===== config.mk =====
export PLATFORM = sky130hd
export DESIGN_NAME = intc_top
export DESIGN_NICKNAME = d
export VERILOG_FILES = /design/src/intc_pkg.sv /design/src/intc_top.sv /design/src/chan_mem.sv
export SDC_FILE = /design/constraint.sdc
export NUM_CORES = 2
export LEC_CHECK = 0
export ABC_AREA = 1
export BUFFER_PORTS_ARGS = -buffer_cell sky130_fd_sc_hd__buf_2
export CELL_PAD_IN_SITES_DETAIL_PLACEMENT = 1
export CELL_PAD_IN_SITES_GLOBAL_PLACEMENT = 2
export CORE_MARGIN = 3
export CORE_UTILIZATION = 36
export DETAILED_ROUTE_END_ITERATION = 10
export HOLD_SLACK_MARGIN = 0.05
export PLACE_DENSITY = 0.77
export SLEW_MARGIN = 20
export SYNTH_ARGS = -nofsm -noshare
export SYNTH_HDL_FRONTEND = slang
export SYNTH_HIERARCHICAL = 1
export SYNTH_SLANG_ARGS = --single-unit

===== constraint.sdc =====
create_clock -name clk_i -period 28.7 [get_ports clk_i]
set_clock_uncertainty 0.05 [all_clocks]
set_input_delay 8.61 -clock clk_i [delete_from_list [all_inputs] [get_ports clk_i]]
set_output_delay 8.61 -clock clk_i [all_outputs]
set_load 0.01 [all_outputs]

===== src/intc_pkg.sv =====
// Shared constants and types for the interrupt and event transfer controller.
// Assumes one 250 MHz clock domain; all sizes are fixed at build time.
package intc_pkg;

   // Number of request sources and of transfer channels.
   localparam int N_SRC     = 16;
   localparam int N_EXT     = 4;
   localparam int N_PERIPH  = N_SRC - N_EXT;
   localparam int N_CHAN    = 8;

   // Field widths.
   localparam int LVL_W     = 4;   // Sixteen priority levels.
   localparam int SRC_W     = 4;
   localparam int CHAN_W    = 3;
   localparam int PTR_W     = 16;
   localparam int CNT_W     = 8;
   localparam int TNUM_W    = 7;
   localparam int VEC_W     = 16;
   localparam int WAIT_W    = 4;

   // Edge select bits of a fast external input.
   localparam int EDGE_RISE_BIT = 0;
   localparam int EDGE_FALL_BIT = 1;

   // Response window in CPU clocks, request cycle to service cycle.
   localparam int RESP_MIN_CLK  = 5;
   localparam int RESP_MAX_CLK  = 12;
   // Two clocks go to flag capture and winner selection.
   localparam int PIPE_CLK      = 2;
   localparam logic [WAIT_W-1:0] WAIT_CYCLES =
      WAIT_W'(RESP_MIN_CLK - PIPE_CLK);

   // A vector sits at the trap number times four.
   localparam int VEC_SHIFT = 2;

   // Trap numbers of the sources; the first four are the fast inputs.
   localparam logic [N_SRC-1:0][TNUM_W-1:0] SRC_TRAP_NUM = {
      7'h2F, 7'h2E, 7'h2D, 7'h2C, 7'h2B, 7'h47, 7'h2A, 7'h29,
      7'h28, 7'h24, 7'h23, 7'h22, 7'h1B, 7'h1A, 7'h19, 7'h18};

   // Reset level of the sources; counter and pointer step constants.
   localparam logic [LVL_W-1:0] LVL_RESET = 4'h0;
   localparam logic [CNT_W-1:0] CNT_ZERO  = 8'h00;
   localparam logic [CNT_W-1:0] CNT_ONE   = 8'h01;
   localparam logic [PTR_W-1:0] PTR_ONE   = 16'h0001;
   localparam logic [PTR_W-1:0] PTR_TWO   = 16'h0002;

   // One channel entry: pointers, counter and mode bits.
   typedef struct packed {
      logic             cont;     // Continuous mode, counter frozen.
      logic             inc_dst;  // Step the destination, else the source.
      logic             word;     // Word transfer, else byte.
      logic [CNT_W-1:0] count;
      logic [PTR_W-1:0] dst;
      logic [PTR_W-1:0] src;
   } chan_entry_s;

   localparam int ENTRY_W = $bits(chan_entry_s);

   // Controller sequencer states, one-hot.
   typedef enum logic [3:0] {
      ST_IDLE = 4'h1,
      ST_WAIT = 4'h2,
      ST_IRQ  = 4'h4,
      ST_XFER = 4'h8
   } state_e;

   // Vector address of a trap number.
   function automatic logic [VEC_W-1:0] vec_of(input logic [TNUM_W-1:0] n);
      vec_of = VEC_W'({n, 2'b00});
   endfunction

endpackage


===== src/intc_top.sv =====
// Interrupt controller with per-source routing to event transfer channels.
// Assumes the CPU core reports its running level and acknowledges vectors.
//
// Notes on behaviour
// - Service starts 5 to 12 clocks after request.
// - Each source routes to interrupt or channel.
// - Channel service steals one cycle, no vector.
// - Move byte or word, step one pointer.
// - Counter decrements per service unless continuous.
// - Counter at zero raises the source's interrupt.
// - Eight channels with own pointers and counters.
// - Per source request, enable and priority level.
// - Sixteen priority levels arbitrate pending requests.
// - Preempt only for strictly higher priority.
// - Each source branches to its own vector.
// - Fast inputs flag on rising, falling or both.
// - Trap instruction number selects the vector.
// - Software setting a request flag raises interrupt.
// - Fast inputs use traps 18 to 1B hex.
// - Hardware trap service blocks interrupts and transfers.
`timescale 1ns/1ns
`default_nettype none
module intc_top (
   // Clock and reset.
   input  wire logic                          clk_i,
   input  wire logic                          rst_n_i,
   // Request sources.
   input  wire logic [intc_pkg::N_EXT-1:0]    ext_pin_i,
   input  wire logic [2*intc_pkg::N_EXT-1:0]  ext_edge_sel_i,
   input  wire logic [intc_pkg::N_PERIPH-1:0] periph_req_i,
   // Source control write.
   input  wire logic                          ctl_wr_i,
   input  wire logic [intc_pkg::SRC_W-1:0]    ctl_idx_i,
   input  wire logic                          ctl_req_i,
   input  wire logic                          ctl_en_i,
   input  wire logic [intc_pkg::LVL_W-1:0]    ctl_lvl_i,
   input  wire logic                          ctl_route_i,
   input  wire logic [intc_pkg::CHAN_W-1:0]   ctl_chan_i,
   // Channel entry write.
   input  wire logic                          chan_wr_i,
   input  wire logic [intc_pkg::CHAN_W-1:0]   chan_idx_i,
   input  wire logic [intc_pkg::ENTRY_W-1:0]  chan_data_i,
   // CPU side.
   input  wire logic [intc_pkg::LVL_W-1:0]    cpu_prio_i,
   input  wire logic                          cpu_in_hw_trap_i,
   input  wire logic                          cpu_trap_i,
   input  wire logic [intc_pkg::TNUM_W-1:0]   cpu_trap_num_i,
   input  wire logic                          irq_ack_i,
   output logic                               irq_valid_o,
   output logic      [intc_pkg::VEC_W-1:0]    irq_vector_o,
   output logic      [intc_pkg::LVL_W-1:0]    irq_level_o,
   // Transfer cycle taken from the CPU.
   output logic                               xfer_valid_o,
   output logic      [intc_pkg::PTR_W-1:0]    xfer_src_o,
   output logic      [intc_pkg::PTR_W-1:0]    xfer_dst_o,
   output logic                               xfer_word_o,
   // Status.
   output logic      [intc_pkg::N_SRC-1:0]    req_flags_o
);
   import intc_pkg::*;

   // Whole controller state in one record.
   typedef struct packed {
      state_e                         st;
      logic [WAIT_W-1:0]              wait_cnt;
      logic [N_SRC-1:0]               req;
      logic [N_SRC-1:0]               en;
      logic [N_SRC-1:0][LVL_W-1:0]    lvl;
      logic [N_SRC-1:0]               route;
      logic [N_SRC-1:0][CHAN_W-1:0]   chan;
      logic [N_EXT-1:0]               ext_prev;
      logic [SRC_W-1:0]               win;
      logic                           is_trap;
      logic                           trap_pend;
      logic [TNUM_W-1:0]              trap_num;
      logic                           irq_valid;
      logic [VEC_W-1:0]               irq_vec;
      logic [LVL_W-1:0]               irq_lvl;
      logic                           xfer_valid;
      logic [PTR_W-1:0]               xsrc;
      logic [PTR_W-1:0]               xdst;
      logic                           xword;
   } state_s;

   state_s             s_q;        // Registered state.
   state_s             s_d;        // Next state.
   logic [N_EXT-1:0]   ext_hit;    // Selected edge seen this cycle.
   logic [N_SRC-1:0]   hw_set;     // Hardware request pulses.
   logic               any_elig;   // Some source may be served.
   logic [SRC_W-1:0]   pick;       // Arbitration winner.
   logic               wb_en;      // Channel entry write-back.
   chan_entry_s        wb_data;    // Updated channel entry.
   chan_entry_s        rd_data;    // Entry of the winner's channel.
   logic               mem_we;
   logic [CHAN_W-1:0]  mem_waddr;
   logic [ENTRY_W-1:0] mem_wdata;
   logic [ENTRY_W-1:0] mem_rdata;
   chan_entry_s        wr_entry;   // Write data seen as an entry.

   // A source may be served when flagged, enabled and above the CPU level.
   function automatic logic elig(input state_s s, input int i,
                                 input logic [LVL_W-1:0] cur);
      elig = s.req[i] && s.en[i] && (s.lvl[i] > cur);
   endfunction

   // Edge detection on the fast inputs, per-input edge choice.
   always_comb begin
      for (int i = 0; i < N_EXT; i++) begin
         ext_hit[i] =
            (ext_edge_sel_i[2*i+EDGE_RISE_BIT] && ext_pin_i[i]
                && !s_q.ext_prev[i]) ||
            (ext_edge_sel_i[2*i+EDGE_FALL_BIT] && !ext_pin_i[i]
                && s_q.ext_prev[i]);
      end
      hw_set = {periph_req_i, ext_hit};
   end

   // Highest level wins; on a tie the lower source number wins.
   always_comb begin
      any_elig = 1'b0;
      pick     = '0;
      for (int i = N_SRC - 1; i >= 0; i--) begin
         if (elig(s_q, i, cpu_prio_i) &&
             (!any_elig || s_q.lvl[i] >= s_q.lvl[pick])) begin
            any_elig = 1'b1;
            pick     = SRC_W'(i);
         end
      end
   end

   // Channel entries; read address follows the winner's channel.
   chan_mem u_chan_mem (
      .clk_i   (clk_i),
      .rst_n_i (rst_n_i),
      .wr_i    (mem_we),
      .waddr_i (mem_waddr),
      .wdata_i (mem_wdata),
      .raddr_i (s_q.chan[s_q.win]),
      .rdata_o (mem_rdata)
   );
   assign rd_data = chan_entry_s'(mem_rdata);
   assign wr_entry = chan_entry_s'(mem_wdata);

   // A finished transfer's write-back beats a software write that collides.
   always_comb begin
      mem_we    = wb_en || chan_wr_i;
      mem_waddr = wb_en ? s_q.chan[s_q.win] : chan_idx_i;
      mem_wdata = wb_en ? ENTRY_W'(wb_data) : chan_data_i;
   end

   // Next-state logic: sequencer first, then software, then hardware sets,
   // so that a hardware request in a clearing cycle is never lost.
   always_comb begin
      s_d            = s_q;
      s_d.xfer_valid = 1'b0;
      s_d.ext_prev   = ext_pin_i;
      wb_en          = 1'b0;
      wb_data        = rd_data;
      unique case (s_q.st)
         ST_IDLE: begin
            // No new service while a hardware trap is running.
            if (!cpu_in_hw_trap_i) begin
               if (s_q.trap_pend) begin
                  s_d.is_trap  = 1'b1;
                  s_d.wait_cnt = WAIT_CYCLES;
                  s_d.st       = ST_WAIT;
               end else if (any_elig) begin
                  s_d.is_trap  = 1'b0;
                  s_d.win      = pick;
                  s_d.wait_cnt = WAIT_CYCLES;
                  s_d.st       = ST_WAIT;
               end
            end
         end
         ST_WAIT: begin
            s_d.wait_cnt = s_q.wait_cnt - 1'b1;
            if (s_q.wait_cnt == 1'b1) begin
               if (s_q.is_trap) begin
                  // Trap runs at the current CPU level.
                  s_d.irq_valid = 1'b1;
                  s_d.irq_vec   = vec_of(s_q.trap_num);
                  s_d.irq_lvl   = cpu_prio_i;
                  s_d.trap_pend = 1'b0;
                  s_d.st        = ST_IRQ;
               end else if (!elig(s_q, int'(s_q.win), cpu_prio_i) ||
                            cpu_in_hw_trap_i) begin
                  // Withdrawn or outranked meanwhile: arbitrate again.
                  s_d.st = ST_IDLE;
               end else if (s_q.route[s_q.win] &&
                            (rd_data.cont || rd_data.count != CNT_ZERO)) begin
                  // One stolen cycle, no vector.
                  s_d.xfer_valid = 1'b1;
                  s_d.xsrc       = rd_data.src;
                  s_d.xdst       = rd_data.dst;
                  s_d.xword      = rd_data.word;
                  wb_en          = 1'b1;
                  if (rd_data.inc_dst) begin
                     wb_data.dst = rd_data.dst +
                                   (rd_data.word ? PTR_TWO : PTR_ONE);
                  end else begin
                     wb_data.src = rd_data.src +
                                   (rd_data.word ? PTR_TWO : PTR_ONE);
                  end
                  if (!rd_data.cont) begin
                     wb_data.count = rd_data.count - CNT_ONE;
                  end
                  // Last transfer leaves the flag up for the interrupt.
                  if (rd_data.cont || rd_data.count != CNT_ONE) begin
                     s_d.req[s_q.win] = 1'b0;
                  end
                  s_d.st = ST_XFER;
               end else begin
                  // Plain interrupt, or a channel whose counter ran out.
                  s_d.irq_valid = 1'b1;
                  s_d.irq_vec   = vec_of(SRC_TRAP_NUM[s_q.win]);
                  s_d.irq_lvl   = s_q.lvl[s_q.win];
                  s_d.st        = ST_IRQ;
               end
            end
         end
         ST_IRQ: begin
            // Vector stands until the CPU takes it.
            if (irq_ack_i) begin
               s_d.irq_valid = 1'b0;
               if (!s_q.is_trap) begin
                  s_d.req[s_q.win] = 1'b0;
               end
               s_d.st = ST_IDLE;
            end
         end
         ST_XFER: begin
            s_d.st = ST_IDLE;
         end
         default: begin
            s_d.st = ST_IDLE;
         end
      endcase
      // Software control write; a written request acts like hardware.
      if (ctl_wr_i) begin
         s_d.req[ctl_idx_i]   = ctl_req_i;
         s_d.en[ctl_idx_i]    = ctl_en_i;
         s_d.lvl[ctl_idx_i]   = ctl_lvl_i;
         s_d.route[ctl_idx_i] = ctl_route_i;
         s_d.chan[ctl_idx_i]  = ctl_chan_i;
      end
      // A trap instruction queues its number.
      if (cpu_trap_i) begin
         s_d.trap_pend = 1'b1;
         s_d.trap_num  = cpu_trap_num_i;
      end
      s_d.req = s_d.req | hw_set;
   end

   // State register.
   always_ff @(posedge clk_i or negedge rst_n_i) begin
      if (!rst_n_i) begin
         s_q     <= '0;
         s_q.st  <= ST_IDLE;
         s_q.lvl <= {N_SRC{LVL_RESET}};
      end else begin
         s_q <= s_d;
      end
   end

   // Outputs straight from the state register.
   assign irq_valid_o  = s_q.irq_valid;
   assign irq_vector_o = s_q.irq_vec;
   assign irq_level_o  = s_q.irq_lvl;
   assign xfer_valid_o = s_q.xfer_valid;
   assign xfer_src_o   = s_q.xsrc;
   assign xfer_dst_o   = s_q.xdst;
   assign xfer_word_o  = s_q.xword;
   assign req_flags_o  = s_q.req;

   // Checks.
   a_resp_window: assert property (@(posedge clk_i) disable iff (!rst_n_i)
      (s_q.st == ST_IDLE && s_d.st == ST_WAIT) |=>
      (s_q.st == ST_WAIT) [*3] ##1 (irq_valid_o || xfer_valid_o ||
      s_q.st == ST_IDLE)) else $error("response window broken");
   a_xfer_one_cycle: assert property (@(posedge clk_i) disable iff (!rst_n_i)
      xfer_valid_o |=> !xfer_valid_o && !irq_valid_o)
      else $error("transfer held too long");
   a_xfer_no_vector: assert property (@(posedge clk_i) disable iff (!rst_n_i)
      xfer_valid_o |-> !irq_valid_o && s_q.st == ST_XFER)
      else $error("transfer with vector");
   a_ptr_step: assert property (@(posedge clk_i) disable iff (!rst_n_i)
      wb_en |-> (wr_entry.src != rd_data.src) !=
      (wr_entry.dst != rd_data.dst))
      else $error("not exactly one pointer stepped");
   a_count_dec: assert property (@(posedge clk_i) disable iff (!rst_n_i)
      wb_en && !rd_data.cont |->
      wr_entry.count == rd_data.count - CNT_ONE)
      else $error("counter not decremented");
   a_level_higher: assert property (@(posedge clk_i) disable iff (!rst_n_i)
      $rose(irq_valid_o) && !s_q.is_trap |->
      irq_level_o > $past(cpu_prio_i))
      else $error("served at or below running level");
   a_ext_vector: assert property (@(posedge clk_i) disable iff (!rst_n_i)
      $rose(irq_valid_o) && !s_q.is_trap && s_q.win < N_EXT |->
      irq_vector_o == 16'h0060 + 16'(s_q.win) * 16'h0004)
      else $error("fast input vector wrong");
   a_trap_vector: assert property (@(posedge clk_i) disable iff (!rst_n_i)
      $rose(irq_valid_o) && s_q.is_trap |->
      irq_vector_o == 16'(s_q.trap_num) * 16'h0004)
      else $error("trap vector wrong");
   a_edge_flag: assert property (@(posedge clk_i) disable iff (!rst_n_i)
      ext_hit[0] |=> req_flags_o[0])
      else $error("edge did not set flag");
   a_sw_set: assert property (@(posedge clk_i) disable iff (!rst_n_i)
      ctl_wr_i && ctl_req_i |=> req_flags_o[$past(ctl_idx_i)])
      else $error("software request lost");
   a_trap_block: assert property (@(posedge clk_i) disable iff (!rst_n_i)
      s_q.st == ST_IDLE && cpu_in_hw_trap_i |=> s_q.st == ST_IDLE)
      else $error("service started during trap");

endmodule
`default_nettype wire


===== src/chan_mem.sv =====
// Small store of the eight transfer channel entries.
// Assumes a single write port and a read port with registered data.
`timescale 1ns/1ns
`default_nettype none
module chan_mem (
   // Clock and reset.
   input  wire logic                            clk_i,
   input  wire logic                            rst_n_i,
   // Write port.
   input  wire logic                            wr_i,
   input  wire logic [intc_pkg::CHAN_W-1:0]     waddr_i,
   input  wire logic [intc_pkg::ENTRY_W-1:0]    wdata_i,
   // Read port, data one clock after the address.
   input  wire logic [intc_pkg::CHAN_W-1:0]     raddr_i,
   output logic      [intc_pkg::ENTRY_W-1:0]    rdata_o
);
   import intc_pkg::*;

   // Entry array; cleared at reset so counters start at zero.
   logic [N_CHAN-1:0][ENTRY_W-1:0] mem_q;

   // Write and registered read; a read of the word being written sees the
   // old value, which the controller never relies on.
   always_ff @(posedge clk_i or negedge rst_n_i) begin
      if (!rst_n_i) begin
         mem_q   <= '0;
         rdata_o <= '0;
      end else begin
         if (wr_i) begin
            mem_q[waddr_i] <= wdata_i;
         end
         rdata_o <= mem_q[raddr_i];
      end
   end

endmodule
`default_nettype wire


==> impl_metrics.toml <==
[place]
port_buffers = 163
gp_congestion = 1.00
place_inst = 7213
dp_hpwl_um = 128000
pre_cts_ws_ps = -5600

[clock_network]
clkSinkCount = 618
htree_levels = 3
clk_pin_slew_ps = 60
clk_latency_ps = 670
holdBufCountCts = 0
cts_max_path_buffers = 3
clockRootBuffer = "clkbuf_16"
numCtsBuffers = 76
cts_tree = "done"

[worst_setup_path]
cp_num_cells = 212
r2r-start = "s_q[196]$_DFFE_PN0P_"
cp.required_ps = 29200
worst_ep_arrival_time_ps = 33990
critPathMaxStageDelay_ps = 350
critPathLaunch = "cpu_prio_i[1]"
crit_path_end = "s_q[67]$_DFFE_PN0P_"
cp_slowest_cell = "o211ai_1"
rrSetupSlack_ps = 2200
r2r-end = "s_q[67]$_DFFE_PN0P_"
crit_fanout = 13
start_kind = "primary input"
worstSetupPathType = "primary input to register"
cp_num_buf_inv = 37
cp-end-kind = "register"
ff2ff_path_depth = 211
crit_family = "simple AND/OR/NAND/NOR gates"
crit_top_cell = "nand2_1"

[logic_synthesis]
synth_top_area_share_pct = 39.3
syn_avg_cell_area_um2 = 7.13
yosys.area.top_type = "dfrtp_1"
ys_seq_area_share_pct = 39.4
synth-edff-count = 0
synth_area_um2 = 39300
netlist_instances = 5513
synthArstFlopShare_pct = 100
ys.warnings.count = 6
ys_types = 67
ys_seq_elements = 618
synthFlopType = "dfrtp_1"
synthMostInstantiatedCell = "nand2_1"
synth_common_cells = "1,655 x nand2_1, 702 x o21ai_0, 697 x inv_1"
synth_area_leaders = "dfrtp_1 39%, nand2_1 16%, o21ai_0 8.9%"

[sta]
rsz0062_at_grt = "true"
fin_ws_ps = -4790
fmax_mhz = 29.9
worstMarginPinSlew_ps = 1090
slew_headroom_pct = 26.8
drv_slew = 0
setup-tns-final_ps = -19140
fin_crit_sh_pct = 117
fin_crit_ps = 33490
hold_viol = 0
setup_viol = 4

[global_routing]
antenna_found_initial = 18
grt_max_degree = 153
grt_pass1_vias = 41585
gr-total-overflow = 0
grt_usage_pct = 32.6
grt_pass1_wl_um = 275000

[power_and_ir_drop]
max-vdd-ir-drop_v = 0.0000757
total_power_uw = 7230
p_per_area_nw_per_um2 = 148
p_leak_uw = 0.0248

[min_path]
hold_path.class = "register to register"
worstHoldStart = "xfer_word_o$_DFFE_PN0P_"

[detailed_routing]
antenna_left = 0
wl_um = 187000
drc_errors = 0
vias_per_cell = 5.48
first_iter_violations = 2942
vias = 41085
wl_per_cell_um = 24.9
firstDrtPassIters = 5

[floorplan]
die_x_um = 336
core_um2 = 108000
ioPinCount = 173
die-area_um2 = 113000
die_h_um = 336
start_util_pct = 36.5
rows = 120

[final_layout]
syn_to_final_growth_pct = 24.1
final_nets = 6263
drive_gt1_share_pct = 19.6
fin_cells = 7497

[run_status]
outcome = "complete, but fails checks"
violations = "negative setup slack"

[flow_run]
cap_violations = 0
==> worst min path at each step <==
stage	end	slack, ps	cells past startpoint
2_1_floorplan	xfer_dst_o[0]$_DFFE_PN0P_	390	2
3_3_place_gp	xfer_src_o[6]$_DFFE_PN0P_	400	2
3_5_place_dp	xfer_src_o[7]$_DFFE_PN0P_	410	2
4_1_cts	xfer_src_o[3]$_DFFE_PN0P_	420	2
5_1_grt	u_chan_mem/mem_q[44]$_DFFE_PN0P_	460	2
6_report	xfer_word_o$_DFFE_PN0P_	420	2
==> stage by stage <==
step / hold WS [ps] / utilization (%) / instance area [um2]
finish: 418 / 45.3 / 48800
floorplan: 393 / - / 39700
global placement: 400 / 40.9 / 44000
detailed placement: 408 / 40.9 / 44000
global route: 456 / 45.3 / 48700
CTS: 423 / 44.3 / 47700
==> state kept, by name (all words and copies together), names as in the netlist <==
| register | flops |
|---|---|
| irq_level_o | 4 |
| u_chan_mem/rdata_o | 43 |
| xfer_src_o | 16 |
| irq_vector_o | 7 |
| xfer_dst_o | 16 |
| xfer_valid_o | 1 |
| irq_valid_o | 1 |
| xfer_word_o | 1 |
| req_flags_o | 16 |
| s_q | 169 |
| u_chan_mem/mem_q | 344 |
==> kinds of logic (layout without fill, tap and decap cells) <==
group	after synthesis	count (layout)	share of synthesized area, %
other	1	19	0.00954
flip-flops	618	618	39.4
buffers and inverters	1075	1630	11.5
multiplexers	12	12	0.341
adder cells (fa/ha/maj)	138	138	4.43
XOR/XNOR	19	19	0.424
AO/OA/AOI/OAI	1229	1229	17.7
AND/OR/NAND/NOR	2421	2429	26.2
==> area by class of cell <==
type                            instances  area, um2
Timing Repair Buffer                  763       5720
Clock buffer                          113       2250
Inverter                              728       2840
Sequential cell                       618      15500
Fill cell                           13523      58900
Antenna cell                           10       25.0
Tap cell                             1403       1760
Multi-Input combinational cell       3836      20400
Clock inverter                         26        354
==> power breakdown <==
part	switching, uW	internal (uW)
clock network	413	585
logic	2870	2070
registers	225	1060
==> layout by cell type (no fill, tap or decap), drive strengths merged, types with 5 or more instances in the layout <==
cell type,count
a211oi,8
a21boi,10
a21oi,182
a22oi,50
a31oi,12
buf,759
clkbuf,116
clkinv,31
clkinvlp,6
conb,9
dfrtp,617
diode,10
ha,136
inv,713
mux2,11
nand2,1707
nand3,414
nand3b,7
nand4,29
nor2,234
nor3,25
o211ai,136
o21ai,728
o21bai,7
o221ai,14
o22ai,45
o311ai,9
o31ai,8
or2,5
xor2,16
==> timing repair <==
action                                  in CTS  in global routing
endpoints found under the setup margin       4                  4
gates cloned                                 8                  4
resized for setup                          106                178
setup buffers                               80                 43
pin swaps                                   77                136
==> worst min-delay path, cell delays in order (launching register included) <==
cell	delay [ps]
dfrtp_1	340
nand2_1	60
nand2_1	50
==> per-layer routing <==
layer / routed length (um) / GRT usage (%)
met1: 77500 / 40.7
met2: 86400 / 53.7
met3: 10800 / 5.24
met4: 11800 / 17.9
met5: 67 / 0
Power figures use the tool's default switching activity.
